File: src/logic/fls_pkg.sv
/*
  Package of the flash command sequencer: command codes, address layout,
  reset values, modes and the structs that carry bus and core requests.
  Assumes one 50 MHz clock domain shared by the CPU bus and the flash core.
*/
package fls_pkg;

  // ****************************************************
  // Sizes and address layout
  // ****************************************************
  localparam int ADDR_W   = 20;
  localparam int NUM_BLK  = 16;
  localparam int BLK_LSB  = 16;
  localparam int NUM_PROT = 8;
  // Base of the protect bit address window; value is arbitrary
  localparam logic [ADDR_W-1:0] PROT_BASE = 20'hFFFF0;
  localparam logic [ADDR_W-1:0] WORD_STEP = 20'h00002;

  // ****************************************************
  // Command codes (low byte of a command write)
  // ****************************************************
  localparam logic [7:0] CMD_READ_ARRAY  = 8'hFF;
  localparam logic [7:0] CMD_READ_STATUS = 8'h70;
  localparam logic [7:0] CMD_CLEAR_STAT  = 8'h50;
  localparam logic [7:0] CMD_PROGRAM     = 8'h41;
  localparam logic [7:0] CMD_ERASE       = 8'h20;
  localparam logic [7:0] CMD_LOCK_PROG   = 8'h77;
  localparam logic [7:0] CMD_LOCK_READ   = 8'h71;
  localparam logic [7:0] CMD_PROT_PROG   = 8'h67;
  localparam logic [7:0] CMD_PROT_READ   = 8'h61;
  localparam logic [7:0] CMD_CONFIRM     = 8'hD0;

  // ****************************************************
  // Status byte fields and reset values
  // ****************************************************
  localparam int ST_PROG_BIT   = 4;
  localparam int ST_ERASE_BIT  = 5;
  localparam int ST_READY_BIT  = 7;
  localparam int RD_FLAG_BIT   = 6;
  localparam logic RST_PROG_ERR  = 1'b0;
  localparam logic RST_ERASE_ERR = 1'b0;
  localparam logic [NUM_BLK-1:0]  RST_LOCK_BITS = 16'hFFFF;
  localparam logic [NUM_PROT-1:0] RST_PROT_BITS = 8'hFF;

  // ****************************************************
  // Types
  // ****************************************************
  typedef enum logic [1:0] {MD_ARRAY, MD_STATUS, MD_LOCK_RD, MD_PROT_RD}
    fls_mode_t;
  typedef enum logic [2:0] {PD_NONE, PD_PROG1, PD_PROG2, PD_ERASE, PD_LOCK,
    PD_LKRD, PD_PBP} fls_pend_t;
  typedef enum logic [1:0] {OP_PROG, OP_ERASE, OP_LOCK, OP_PBP} fls_op_t;

  typedef struct packed {
    logic              wr;
    logic              rd;
    logic [ADDR_W-1:0] addr;
    logic [15:0]       wdata;
  } fls_bus_req_t;

  typedef struct packed {
    logic              start;
    fls_op_t           op;
    logic [ADDR_W-1:0] addr;
    logic [31:0]       wdata;
  } fls_core_req_t;

endpackage

File: src/logic/fls_err_flags.sv
/*
  Program and erase error flags of the sequencer status.
  Assumes set and clear strobes come from logic on the same clock.
*/
module fls_err_flags
  import fls_pkg::*;
(
  input  wire logic mclk,
  input  wire logic resetn,
  input  wire logic set_prog,
  input  wire logic set_erase,
  input  wire logic clr,
  output logic      prog_err,
  output logic      erase_err
);

  // Set beats clear so an error raised in the clear cycle survives
  always_ff @(posedge mclk or negedge resetn)
  begin
    if (!resetn)
    begin
      prog_err  <= RST_PROG_ERR;
      erase_err <= RST_ERASE_ERR;
    end
    else
    begin
      prog_err  <= set_prog  | (prog_err  & ~clr);
      erase_err <= set_erase | (erase_err & ~clr);
    end
  end

endmodule

File: src/logic/fls_seq.sv
/*
  Flash command sequencer: decodes 16-bit CPU command writes, runs
  program, erase, lock bit and protect bit operations on the flash core,
  and answers reads with array data, status or lock/protect state.
  Assumes the core answers each start with one core_done pulse and that
  all inputs come from logic on mclk.
*/

// Function
// - 77h then D0h locks addressed block
// - Ready low while lock program runs
// - CPU-running mode enters status read on start
// - Path one: 71h D0h captures lock bit
// - Path zero: 71h then read gives bit6
// - 67h then D0h clears protect bit
// - After 61h read returns protect bit6
// - Stay in protect status read mode
// - Status read after op commands, mirrored
// - Status byte b4 b5 b7 layout
// - Error flags block most commands
// - Bad sequence sets both error flags
// - Locked or failed erase gives erase error
// - Locked or failed program gives program error
// - 16-bit even accesses, upper byte ignored
// - FFh returns to array read
// - FFh second write aborts silently; after 41h the code takes FFh as program data instead
// - Lock disable suppresses locked errors
module fls_seq
  import fls_pkg::*;
(
  input  wire logic          mclk,
  input  wire logic          resetn,
  input  fls_bus_req_t       bus_req,
  output logic [15:0]        bus_rdata,
  output logic               bus_rvalid,
  output fls_core_req_t      core_req,
  input  wire logic          core_done,
  input  wire logic          core_fail,
  input  wire logic [15:0]   array_rdata,
  input  wire logic          cpu_running_rewrite_mode,
  input  wire logic          cpu_hold_rewrite_mode,
  input  wire logic          lock_disable_bit,
  input  wire logic          lock_read_path_select,
  output logic               sequencer_ready_flag,
  output logic               program_error_flag,
  output logic               erase_error_flag,
  output logic               lock_status_capture_bit
);

  // ****************************************************
  // Address decoding helpers
  // ****************************************************
  function automatic logic [3:0] blk_of(input logic [ADDR_W-1:0] a);
    blk_of = a[ADDR_W-1:BLK_LSB];
  endfunction

  function automatic logic is_top(input logic [ADDR_W-1:0] a);
    is_top = &a[BLK_LSB-1:1];
  endfunction

  function automatic logic is_pba(input logic [ADDR_W-1:0] a);
    is_pba = (a[ADDR_W-1:4] == PROT_BASE[ADDR_W-1:4]);
  endfunction

  // ****************************************************
  // State
  // ****************************************************
  fls_mode_t            mode_q, mode_d;
  fls_pend_t            pend_q, pend_d;
  fls_op_t              op_q;
  logic [ADDR_W-1:0]    addr_q;
  logic [ADDR_W-1:0]    op_addr_q;
  logic [15:0]          wd0_q;
  logic                 core_busy_q;
  logic                 lkrd_busy_q;
  logic [NUM_BLK-1:0]   lock_bits_q;
  logic [NUM_PROT-1:0]  prot_bits_q;
  logic                 wr;
  logic [7:0]           code;
  logic                 err_any;
  logic                 seq_err;
  logic                 clr_err;
  logic                 go;
  fls_op_t              go_op;
  logic [ADDR_W-1:0]    go_addr;
  logic                 lkrd_go;
  logic                 locked;
  logic                 lock_err;
  logic                 start;
  logic                 op_ok;
  logic                 op_bad;
  logic [3:0]           op_blk;
  logic                 lkbit_rd;
  logic [7:0]           status;

  // Writes during a running operation are dropped, not queued
  assign wr      = bus_req.wr & ~core_busy_q & ~lkrd_busy_q;
  assign code    = bus_req.wdata[7:0];
  assign err_any = program_error_flag | erase_error_flag;
  assign op_blk  = blk_of(op_addr_q);
  assign lkbit_rd = lock_bits_q[blk_of(bus_req.addr)];
  assign op_ok   = core_done & ~core_fail;
  assign op_bad  = core_done & core_fail;
  assign sequencer_ready_flag = ~(core_busy_q | lkrd_busy_q);
  assign status = {sequencer_ready_flag, 1'b0, erase_error_flag,
                   program_error_flag, 4'h0};

  // ****************************************************
  // Command decode
  // ****************************************************
  always_comb
  begin
    pend_d  = pend_q;
    mode_d  = mode_q;
    seq_err = 1'b0;
    clr_err = 1'b0;
    go      = 1'b0;
    go_op   = OP_PROG;
    go_addr = bus_req.addr;
    lkrd_go = 1'b0;
    if (wr && pend_q == PD_NONE)
    begin
      case (code)
        CMD_READ_ARRAY:  mode_d = MD_ARRAY;
        CMD_READ_STATUS: mode_d = MD_STATUS;
        CMD_CLEAR_STAT:  clr_err = 1'b1;
        CMD_PROGRAM:     if (!err_any) pend_d = PD_PROG1;
        CMD_ERASE:       if (!err_any) pend_d = PD_ERASE;
        CMD_LOCK_PROG:   if (!err_any) pend_d = PD_LOCK;
        CMD_LOCK_READ:
          if (!err_any)
          begin
            if (lock_read_path_select)
              pend_d = PD_LKRD;
            else
              mode_d = MD_LOCK_RD;
          end
        CMD_PROT_PROG:   if (!err_any) pend_d = PD_PBP;
        CMD_PROT_READ:   mode_d = MD_PROT_RD;
        default:         seq_err = 1'b1;
      endcase
    end
    else if (wr && code == CMD_READ_ARRAY && pend_q != PD_PROG1
             && pend_q != PD_PROG2)
    begin
      pend_d = PD_NONE;
      mode_d = MD_ARRAY;
    end
    else if (wr)
    begin
      pend_d = PD_NONE;
      case (pend_q)
        PD_PROG1:
          if (bus_req.addr == addr_q && addr_q[1:0] == 2'b00)
            pend_d = PD_PROG2;
          else
            seq_err = 1'b1;
        PD_PROG2:
          if (bus_req.addr == addr_q + WORD_STEP)
          begin
            go      = 1'b1;
            go_addr = addr_q;
          end
          else
            seq_err = 1'b1;
        PD_ERASE:
          if (code == CMD_CONFIRM && is_top(bus_req.addr))
          begin
            go    = 1'b1;
            go_op = OP_ERASE;
          end
          else
            seq_err = 1'b1;
        PD_LOCK:
          if (code == CMD_CONFIRM && bus_req.addr == addr_q
              && is_top(bus_req.addr))
          begin
            go    = 1'b1;
            go_op = OP_LOCK;
          end
          else
            seq_err = 1'b1;
        PD_LKRD:
          if (code == CMD_CONFIRM && is_top(bus_req.addr))
            lkrd_go = 1'b1;
          else
            seq_err = 1'b1;
        PD_PBP:
          if (code == CMD_CONFIRM && bus_req.addr == addr_q
              && is_pba(bus_req.addr))
          begin
            go    = 1'b1;
            go_op = OP_PBP;
          end
          else
            seq_err = 1'b1;
        default: ;
      endcase
    end
    if (go && cpu_running_rewrite_mode)
      mode_d = MD_STATUS;
    else if (wr && pend_q == PD_NONE && code != CMD_READ_ARRAY
             && code != CMD_PROT_READ && code != CMD_LOCK_READ
             && code != CMD_CLEAR_STAT && !seq_err && !err_any)
      mode_d = MD_STATUS;
    if (core_done && cpu_hold_rewrite_mode)
      mode_d = MD_ARRAY;
  end

  // Locked program and erase targets fail at once without touching the core
  assign locked   = ~lock_bits_q[blk_of(go_addr)] & ~lock_disable_bit;
  assign lock_err = go & locked & (go_op == OP_PROG || go_op == OP_ERASE);
  assign start    = go & ~lock_err;

  // ****************************************************
  // Sequencer registers
  // ****************************************************
  always_ff @(posedge mclk or negedge resetn)
  begin
    if (!resetn)
    begin
      mode_q <= MD_ARRAY;
      pend_q <= PD_NONE;
      addr_q <= '0;
      wd0_q  <= '0;
    end
    else
    begin
      mode_q <= mode_d;
      pend_q <= pend_d;
      if (wr && pend_q == PD_NONE)
        addr_q <= bus_req.addr;
      if (wr && pend_q == PD_PROG1)
        wd0_q <= bus_req.wdata;
    end
  end

  always_ff @(posedge mclk or negedge resetn)
  begin
    if (!resetn)
    begin
      core_busy_q <= 1'b0;
      lkrd_busy_q <= 1'b0;
      op_q        <= OP_PROG;
      op_addr_q   <= '0;
      core_req    <= '0;
    end
    else
    begin
      lkrd_busy_q    <= lkrd_go;
      core_req.start <= start;
      if (start)
      begin
        core_busy_q    <= 1'b1;
        op_q           <= go_op;
        op_addr_q      <= go_addr;
        core_req.op    <= go_op;
        core_req.addr  <= go_addr;
        core_req.wdata <= {bus_req.wdata, wd0_q};
      end
      else if (core_done)
        core_busy_q <= 1'b0;
    end
  end

  // ****************************************************
  // Lock and protect bits
  // ****************************************************
  always_ff @(posedge mclk or negedge resetn)
  begin
    if (!resetn)
    begin
      lock_bits_q <= RST_LOCK_BITS;
      prot_bits_q <= RST_PROT_BITS;
      lock_status_capture_bit <= 1'b0;
    end
    else
    begin
      if (op_ok && op_q == OP_LOCK)
        lock_bits_q[op_blk] <= 1'b0;
      if (op_ok && op_q == OP_PBP)
        prot_bits_q[op_addr_q[3:1]] <= 1'b0;
      if (lkrd_go)
        lock_status_capture_bit <= lkbit_rd;
    end
  end

  fls_err_flags u_err (
    .mclk      (mclk),
    .resetn    (resetn),
    .set_prog  (seq_err | (lock_err & go_op == OP_PROG)
                | (op_bad & op_q != OP_ERASE)),
    .set_erase (seq_err | (lock_err & go_op == OP_ERASE)
                | (op_bad & op_q == OP_ERASE)),
    .clr       (clr_err),
    .prog_err  (program_error_flag),
    .erase_err (erase_error_flag)
  );

  // ****************************************************
  // Read path
  // ****************************************************
  always_ff @(posedge mclk or negedge resetn)
  begin
    if (!resetn)
    begin
      bus_rvalid <= 1'b0;
      bus_rdata  <= '0;
    end
    else
    begin
      bus_rvalid <= bus_req.rd;
      if (bus_req.rd)
      begin
        case (mode_q)
          MD_ARRAY:   bus_rdata <= array_rdata;
          MD_STATUS:  bus_rdata <= {8'h00, status};
          MD_LOCK_RD: bus_rdata <= {9'h000, lkbit_rd, 6'h00};
          MD_PROT_RD: bus_rdata <= {9'h000, prot_bits_q[bus_req.addr[3:1]],
                                    6'h00};
          default:    bus_rdata <= '0;
        endcase
      end
    end
  end
endmodule

File: config.mk
export PLATFORM = sky130hd
export DESIGN_NAME = fls_seq
export DESIGN_NICKNAME = d
export VERILOG_FILES = /design/src/logic/fls_pkg.sv /design/src/logic/fls_err_flags.sv /design/src/logic/fls_seq.sv
export SDC_FILE = /design/constraint.sdc
export NUM_CORES = 1
export LEC_CHECK = 0
export ABC_CLOCK_PERIOD_IN_PS = 4100
export BUFFER_PORTS_ARGS = -buffer_cell sky130_fd_sc_hd__buf_2
export CORE_UTILIZATION = 51
export DETAILED_ROUTE_END_ITERATION = 10
export PLACE_DENSITY_LB_ADDON = 0.3
export SYNTH_ARGS = -nofsm -noshare
export SYNTH_HDL_FRONTEND = slang
export SYNTH_SLANG_ARGS = --single-unit
File: constraint.sdc
create_clock -name mclk -period 4.1 [get_ports mclk]
set_clock_uncertainty 0.15 [all_clocks]
set_input_delay 0.82 -clock mclk [delete_from_list [all_inputs] [get_ports mclk]]
set_output_delay 0.82 -clock mclk [all_outputs]
set_load 0.01 [all_outputs]
# [Yosys cells after proc, flatten, opt, wreduce, memory -nomap -nowiden]
# Index checks and enable logic that the tools add are counted.
# W data, S select, Z words.
[classes] add_sub_neg=1 mux=69 n_reduce_logical=37 n_lt_le_gt_ge=7 eq_ne=43 bitwise_logic=34
[ops] cell="$mux W20" n=5
[ops] cell="$pmux W16 S4" n=1
[ops] cell="$eq A8 B7 Y1 const B" n=7
[ops] cell="$eq A20 B20 Y1" n=2
[ops] cell="$mux W1" n=30
[ops] cell="$mux W2" n=14
[ops] cell="$mux W3" n=9
[ops] cell="$ne A8 B7 Y1 const B" n=3
[ops] cell="$logic_and A1 B1 Y1" n=22
[ops] cell="$add A20 B2 Y20 const B" n=1
[ops] cell="$ne A3 B3 Y1 const B" n=6
[ops] cell="$and A16 B16 Y16" n=1
[ops] cell="$eq A16 B16 Y1 const B" n=1
[ops] cell="$eq A8 B8 Y1 const B" n=2
[ops] cell="$not A16 Y16" n=1
[ops] cell="$lt A4 B5 Y1 const B" n=3
[ops] cell="$pmux W3 S5" n=1
[ops] cell="$reduce_and A15 Y1" n=1
[ops] cell="$and A1 B1 Y1" n=14
[ops] cell="$ne A6 B6 Y1 const B" n=2
[ops] cell="$eq A3 B3 Y1 const B" n=3
[ops] cell="$reduce_or A9 Y1" n=1
[ops] cell="$and A8 B8 Y8" n=1
[ops] cell="$bmux W1 S4" n=2
[ops] cell="34 further kinds" n=58
[totals] in_bits=62 out_inout_bits=76 register_bits=142

# [Logic depth before layout (Yosys ltp)]
[depth] ltp_word=18 mapped_depth=15 ltp_nobuf=12

# [By module]
# Synthesis repeated with hierarchy kept, for this count alone.
[unflattened] hier_cells=783 hier_area_um2=7701.1
[modules_own_cells] mod="fls_seq" instances=1 seq_area_each_um2=3533.4 area_per_inst_um2=7632.3 cells_per_inst=778
[modules_own_cells] mod="fls_err_flags" instances=1 seq_area_each_um2=50.0 area_per_inst_um2=68.8 cells_per_inst=5

# [Least setup slack after synthesis]
# Ideal clock, no wire load.
[synth_path] path_type="input -> register" startpoint="input port bus_req[32] (netlist bit)" endpoint="register core_req[0] (netlist bit)" setup_ps=125 path_buffers=3 slack_ps=-48 t_arrival_ps=3872 cell_stages=14 t_required_ps=3825 path_cell_list="buf_2 -> xnor2_1 -> xnor2_1 -> and3_1 -> o22ai_1 -> or4_1 -> nor2_1 -> mux2i_1 -> o221ai_2 -> nor4_2 -> o31a_1 -> buf_6 -> buf_12 -> mux2_4"
[synth_between] elab_chain_cells=14
[synth_lines] item="start, declared" line="fls_seq.sv:33" source="input fls_bus_req_t bus_req,"
[synth_lines] item="$eq A20 B20 Y1" line="fls_seq.sv:159" source="if (bus_req.addr == addr_q + WORD_STEP)"
[synth_lines] item="$mux W20" line="fls_seq.sv:159"
[synth_lines] item="$mux W20" line="fls_seq.sv:152" source="case (pend_q)"
[synth_lines] item="$mux W20" line="fls_seq.sv:149" source="else if (wr)"
[synth_lines] item="$mux W20" line="fls_seq.sv:143" source="else if (wr && code == CMD_READ_ARRAY && pend_q != PD_PROG1"
[synth_lines] item="$mux W20" line="fls_seq.sv:121" source="if (wr && pend_q == PD_NONE)"
[synth_lines] item="$bmux W1 S4" line="fls_seq.sv:211" source="assign locked = ~lock_bits_q[blk_of(go_addr)] & ~lock_disable_bit;"
[synth_lines] item="$mux W1 (implied by the code)" line="fls_seq.sv:211"
[synth_lines] item="$not A1 Y1" line="fls_seq.sv:211"
[synth_lines] item="$and A1 B1 Y1" line="fls_seq.sv:211"
[synth_lines] item="$and A1 B1 Y1 (2 in a row)" line="fls_seq.sv:212" source="assign lock_err = go & locked & (go_op == OP_PROG || go_op == OP_ERASE);"
[synth_lines] item="$not A1 Y1" line="fls_seq.sv:213" source="assign start = go & ~lock_err;"
[synth_lines] item="$and A1 B1 Y1 *" line="fls_seq.sv:213"
[synth_lines] item="end, declared" line="fls_seq.sv:36" source="output fls_core_req_t core_req,"
# Mark *: on every way between the ends. The rest lies on a longest branch, timed or not. The select of a mux whose other input is x is not followed.
# A chain may end at the register's enable or synchronous reset.

# [Worst setup path in the final report]
[layout_path] startpoint="register addr_q[2]" endpoint="register core_req[12] (netlist bit)"
[layout_between] elab_chain_cells=15
[layout_lines] item="start, declared" line="fls_seq.sv:71" source="logic [ADDR_W-1:0] addr_q;"
[layout_lines] item="start signal, assigned" line="fls_seq.sv:232" source="addr_q <= bus_req.addr;"
[layout_lines] item="$add A20 B2 Y20" line="fls_seq.sv:159"
[layout_lines] item="$eq A20 B20 Y1" line="fls_seq.sv:159"
[layout_lines] item="$mux W20" line="fls_seq.sv:159"
[layout_lines] item="$mux W20" line="fls_seq.sv:152"
[layout_lines] item="$mux W20" line="fls_seq.sv:149"
[layout_lines] item="$mux W20" line="fls_seq.sv:143"
[layout_lines] item="$mux W20" line="fls_seq.sv:121"
[layout_lines] item="$bmux W1 S4" line="fls_seq.sv:211"
[layout_lines] item="$mux W1 (implied by the code)" line="fls_seq.sv:211"
[layout_lines] item="$not A1 Y1" line="fls_seq.sv:211"
[layout_lines] item="$and A1 B1 Y1" line="fls_seq.sv:211"
[layout_lines] item="$and A1 B1 Y1 (2 in a row)" line="fls_seq.sv:212"
[layout_lines] item="$not A1 Y1" line="fls_seq.sv:213"
[layout_lines] item="$and A1 B1 Y1 *" line="fls_seq.sv:213"
# Marks and branches as above.

==> impl_results.md <==
- Status: complete, but fails checks
- Failing checks: setup timing
- DR vias: 6,590
- Worst setup path end: core_req[12]
- Pleak: 4.73 nW
- Final ANT Viol Nets: 0
- Clk Latency, worst-skew pair: 0.43 ns
- Die Span Y: 127 µm
- Crit-path most repeated cell: or3_4
- Total gr overflow: 0
- Worst setup margin: -0.0308 ns
- Worst Reg-to-Reg Cells: 14
- Post-synth top area share: 36.9%
- Slew at the pin with the worst max-slew slack: 0.896 ns
- Tmin final: 4.13 ns
- Layout area overhead: 26.2%
- RSZ-0062 raised after global routing: true
- Antenna violations before repair: 0
- CP Cell Sequence: ha_4 -> buf_4 -> and4_4 -> nand3_1 -> xor2_1 -> a221o_1 -> or3_4 -> or3_4 -> o211a_1 -> a211oi_1 -> o21ai_1 -> o31a_4 -> buf_12 -> mux2_4
- Reg-to-reg endpoint: core_req[12]
- Routed Wire Length: 20,500 µm
- Critical path depth: 14
- Dpl cells: 1,138
- DP HPWL: 14,500 µm
- FMAX: 242 MHz
- First-pass DRT Iterations: 6
- CP arrival: 4.29 ns
- Synth Flop Type: dfrtp_1
- Synth top area cells: dfrtp_1 37%, mux2_4 8.8%, dfstp_2 7.9%
- Met2 global-route usage: 41.3%
- Met3 track demand over resource: 5.78%
- Sinks on Clock Net: 142
- Cells after synthesis: 756
- Finished Layout Cells: 1,178
- Crit path from: addr_q[2]
- Row count: 45
- Final Hold Fails: 0
- Final worst path period share: 101%
- Worst r2r src: addr_q[2]
- Die span in x: 127 µm
- Root buffer cell: clkbuf_16
- CTS tree: built
- Startpoint class of the critical path: register
- PwrDens: 375 nW/µm²
- Routed vias/inst: 5.59
- EDFF count, synth: 0
- CP Max Fanout: 20
- Yosys cell types: 73
- Cell area after synthesis: 8000 µm²
- DR iter-0 viols: 353
- Count of input and output buffers: 137
- Syn nets: 819
- #FFs+latches synth: 142
- Hold crit path type: input pin to asynchronous set/reset pin
- Die area: 16,200 µm²
- Finished Core Util: 66.1%
- Largest net degree at the start of global routing: 81
- Layer with the highest usage: met2
- I/O Pins: 138
- Hold Buf Count CTS: 0
- Max Cap Viol: 0
- YS warnings: 0
- Reg clk slew, reported paths: 0.07 ns
- Max IR drop VDD: 0.289 mV
- Critical Path Max Stage Delay: 0.43 ns
- CP top delay family: compound AO/OA/AOI/OAI gates
- Drc violations: 0
- CP Capture Type: register
- Starting Density: 52.4%
- Slew HR: 40.1%
- Worst path bufs/invs: 2
- R2R Setup Slk: -0.03 ns
- First-pass GRT wire length: 33,000 µm
- Final nets: 1,017
- Final Setup Violations: 31
- GRT Util Overall: 26.2%
- Area leader, netlist: dfrtp_1
- Met1 Use GR: 35.1%
- CP max stage cell: or3_4
- Asr flop ratio synth: 100%
- Max Root-Sink Buffers: 2
- Critical path type: register to register
- Ant diodes: 0
- Layout cell share with drive strength beyond 1: 42.0%
- Vias in the first global route: 6,425
- H-tree lvl count: 4
- Seq/Total Area, Yosys: 44.8%
- Routed WL per cell: 17.4 µm
- CP Data Required Time: 4.26 ns
- RD Place Congestion: 0.883
- CTS buffer count: 17
- Core Area: 15,300 µm²
- Avg Cell Area, Syn: 10.6 µm²
- Final Max Slew Viols: 0
==> registers in the layout, summed over array words and instances (netlist names), 2 cells and up <==
signal       flops
core_req        33
addr_q          20
op_addr_q       20
bus_rdata       16
lock_bits_q     16
wd0_q           16
prot_bits_q      8
pend_q           3
mode_q           2
op_q             2
==> kinds of logic (layout without fill, tap and decap cells) <==
logic type,Yosys count,after routing,synth area share (%)
compound gates,124,124,10.5
mux,110,110,18.7
flops,142,142,44.8
xor+xnor,29,29,3.18
simple gates,277,277,17.8
fa+ha+maj,1,1,0.156
buf+inv,73,284,4.83
==> repair_timing <==
item / 4_1_cts / 5_1_grt
pin swaps: 6 / 12
buffers inserted: 2 / 6
resized for setup: 10 / 18
endpoints found under the setup margin: 10 / 53
cloned: 1 / 0
hold endpoints to repair: 0 / 0
==> per-layer routing <==
layer  vias up  part of all wire (%)
li1       3089                     -
met1      3218                    45
met2       239                    46
met3        44                   6.1
met4         0                   2.5
met5         -                     0
==> report_power, final <==
group | internal (mW) | total, mW | switching, mW
registers | 1.51 | 1.59 | 0.0869
logic | 0.282 | 0.610 | 0.328
clock network | 0.924 | 1.58 | 0.656
total | 2.71 | 3.78 | 1.07
==> how the worst min path moves through the flow <==
| stage | endpoint | startpoint | cells after the start |
|---|---|---|---|
| floorplan | prot_bits_q[2] | prot_bits_q[2] | 2 |
| global placement | prot_bits_q[4] | prot_bits_q[4] | 2 |
| detailed placement | prot_bits_q[0] | prot_bits_q[0] | 2 |
| CTS | prot_bits_q[0] | prot_bits_q[0] | 2 |
| global route | prot_bits_q[0] | prot_bits_q[0] | 2 |
| finish | addr_q[16] | resetn | 1 |
==> cell type report <==
cell class,count,area [µm²]
repair buffers,217,1350
clock buffers,18,439
multi-input cells,541,4170
inverters,35,131
well taps,211,264
fillers,1235,5170
flip-flops and latches,142,3590
clock inverters,14,155
==> synthesized netlist by cell type, types with 10 or more instances <==
library cell,n
dfrtp_1,118
nand2_1,104
mux2_4,47
nor2_1,46
mux2_2,38
inv_1,35
o21ai_0,28
clkbuf_1,25
dfstp_2,24
a21oi_1,17
xnor2_1,17
mux2i_1,16
nor3_1,16
a31oi_1,13
nand2b_1,13
nand4_1,13
nand3_1,12
xor2_1,12
and3_1,10
nor4_1,10
==> cell usage in the layout (no fill, tap or decap), types with 8 or more instances in the layout <==
| cell type | n |
|---|---|
| nor2_1 | 45 |
| dfstp_2 | 24 |
| nor3_1 | 14 |
| mux4_2 | 9 |
| xor2_1 | 12 |
| clkbuf_16 | 17 |
| nand3_1 | 12 |
| nor4_1 | 8 |
| mux2_2 | 37 |
| buf_2 | 136 |
| mux2i_1 | 14 |
| inv_1 | 35 |
| buf_4 | 75 |
| dfrtp_1 | 114 |
| a31oi_1 | 12 |
| nand2b_1 | 13 |
| nand2_1 | 104 |
| o21ai_0 | 27 |
| o22ai_1 | 8 |
| xnor2_1 | 16 |
| nand4_1 | 13 |
| a21oi_1 | 15 |
| and3_1 | 10 |
| mux2_4 | 48 |
==> per-stage QoR <==
step	setup TNS, ns	power [mW]	worst slack (ns)	area (µm²)	hold slack (ns)
2_1_floorplan	0	1.93	0.0208	8010	0.269
3_3_place_gp	-11.57	2.17	-0.244	9290	0.278
3_5_place_dp	-13.91	2.19	-0.314	9290	0.281
4_1_cts	0	3.78	0.00300	9970	0.290
5_1_grt	-7.31	3.93	-0.179	10100	0.297
6_report	-0.468	3.78	-0.0308	10100	0.272
Note: power is estimated with default switching activity, not from simulation.
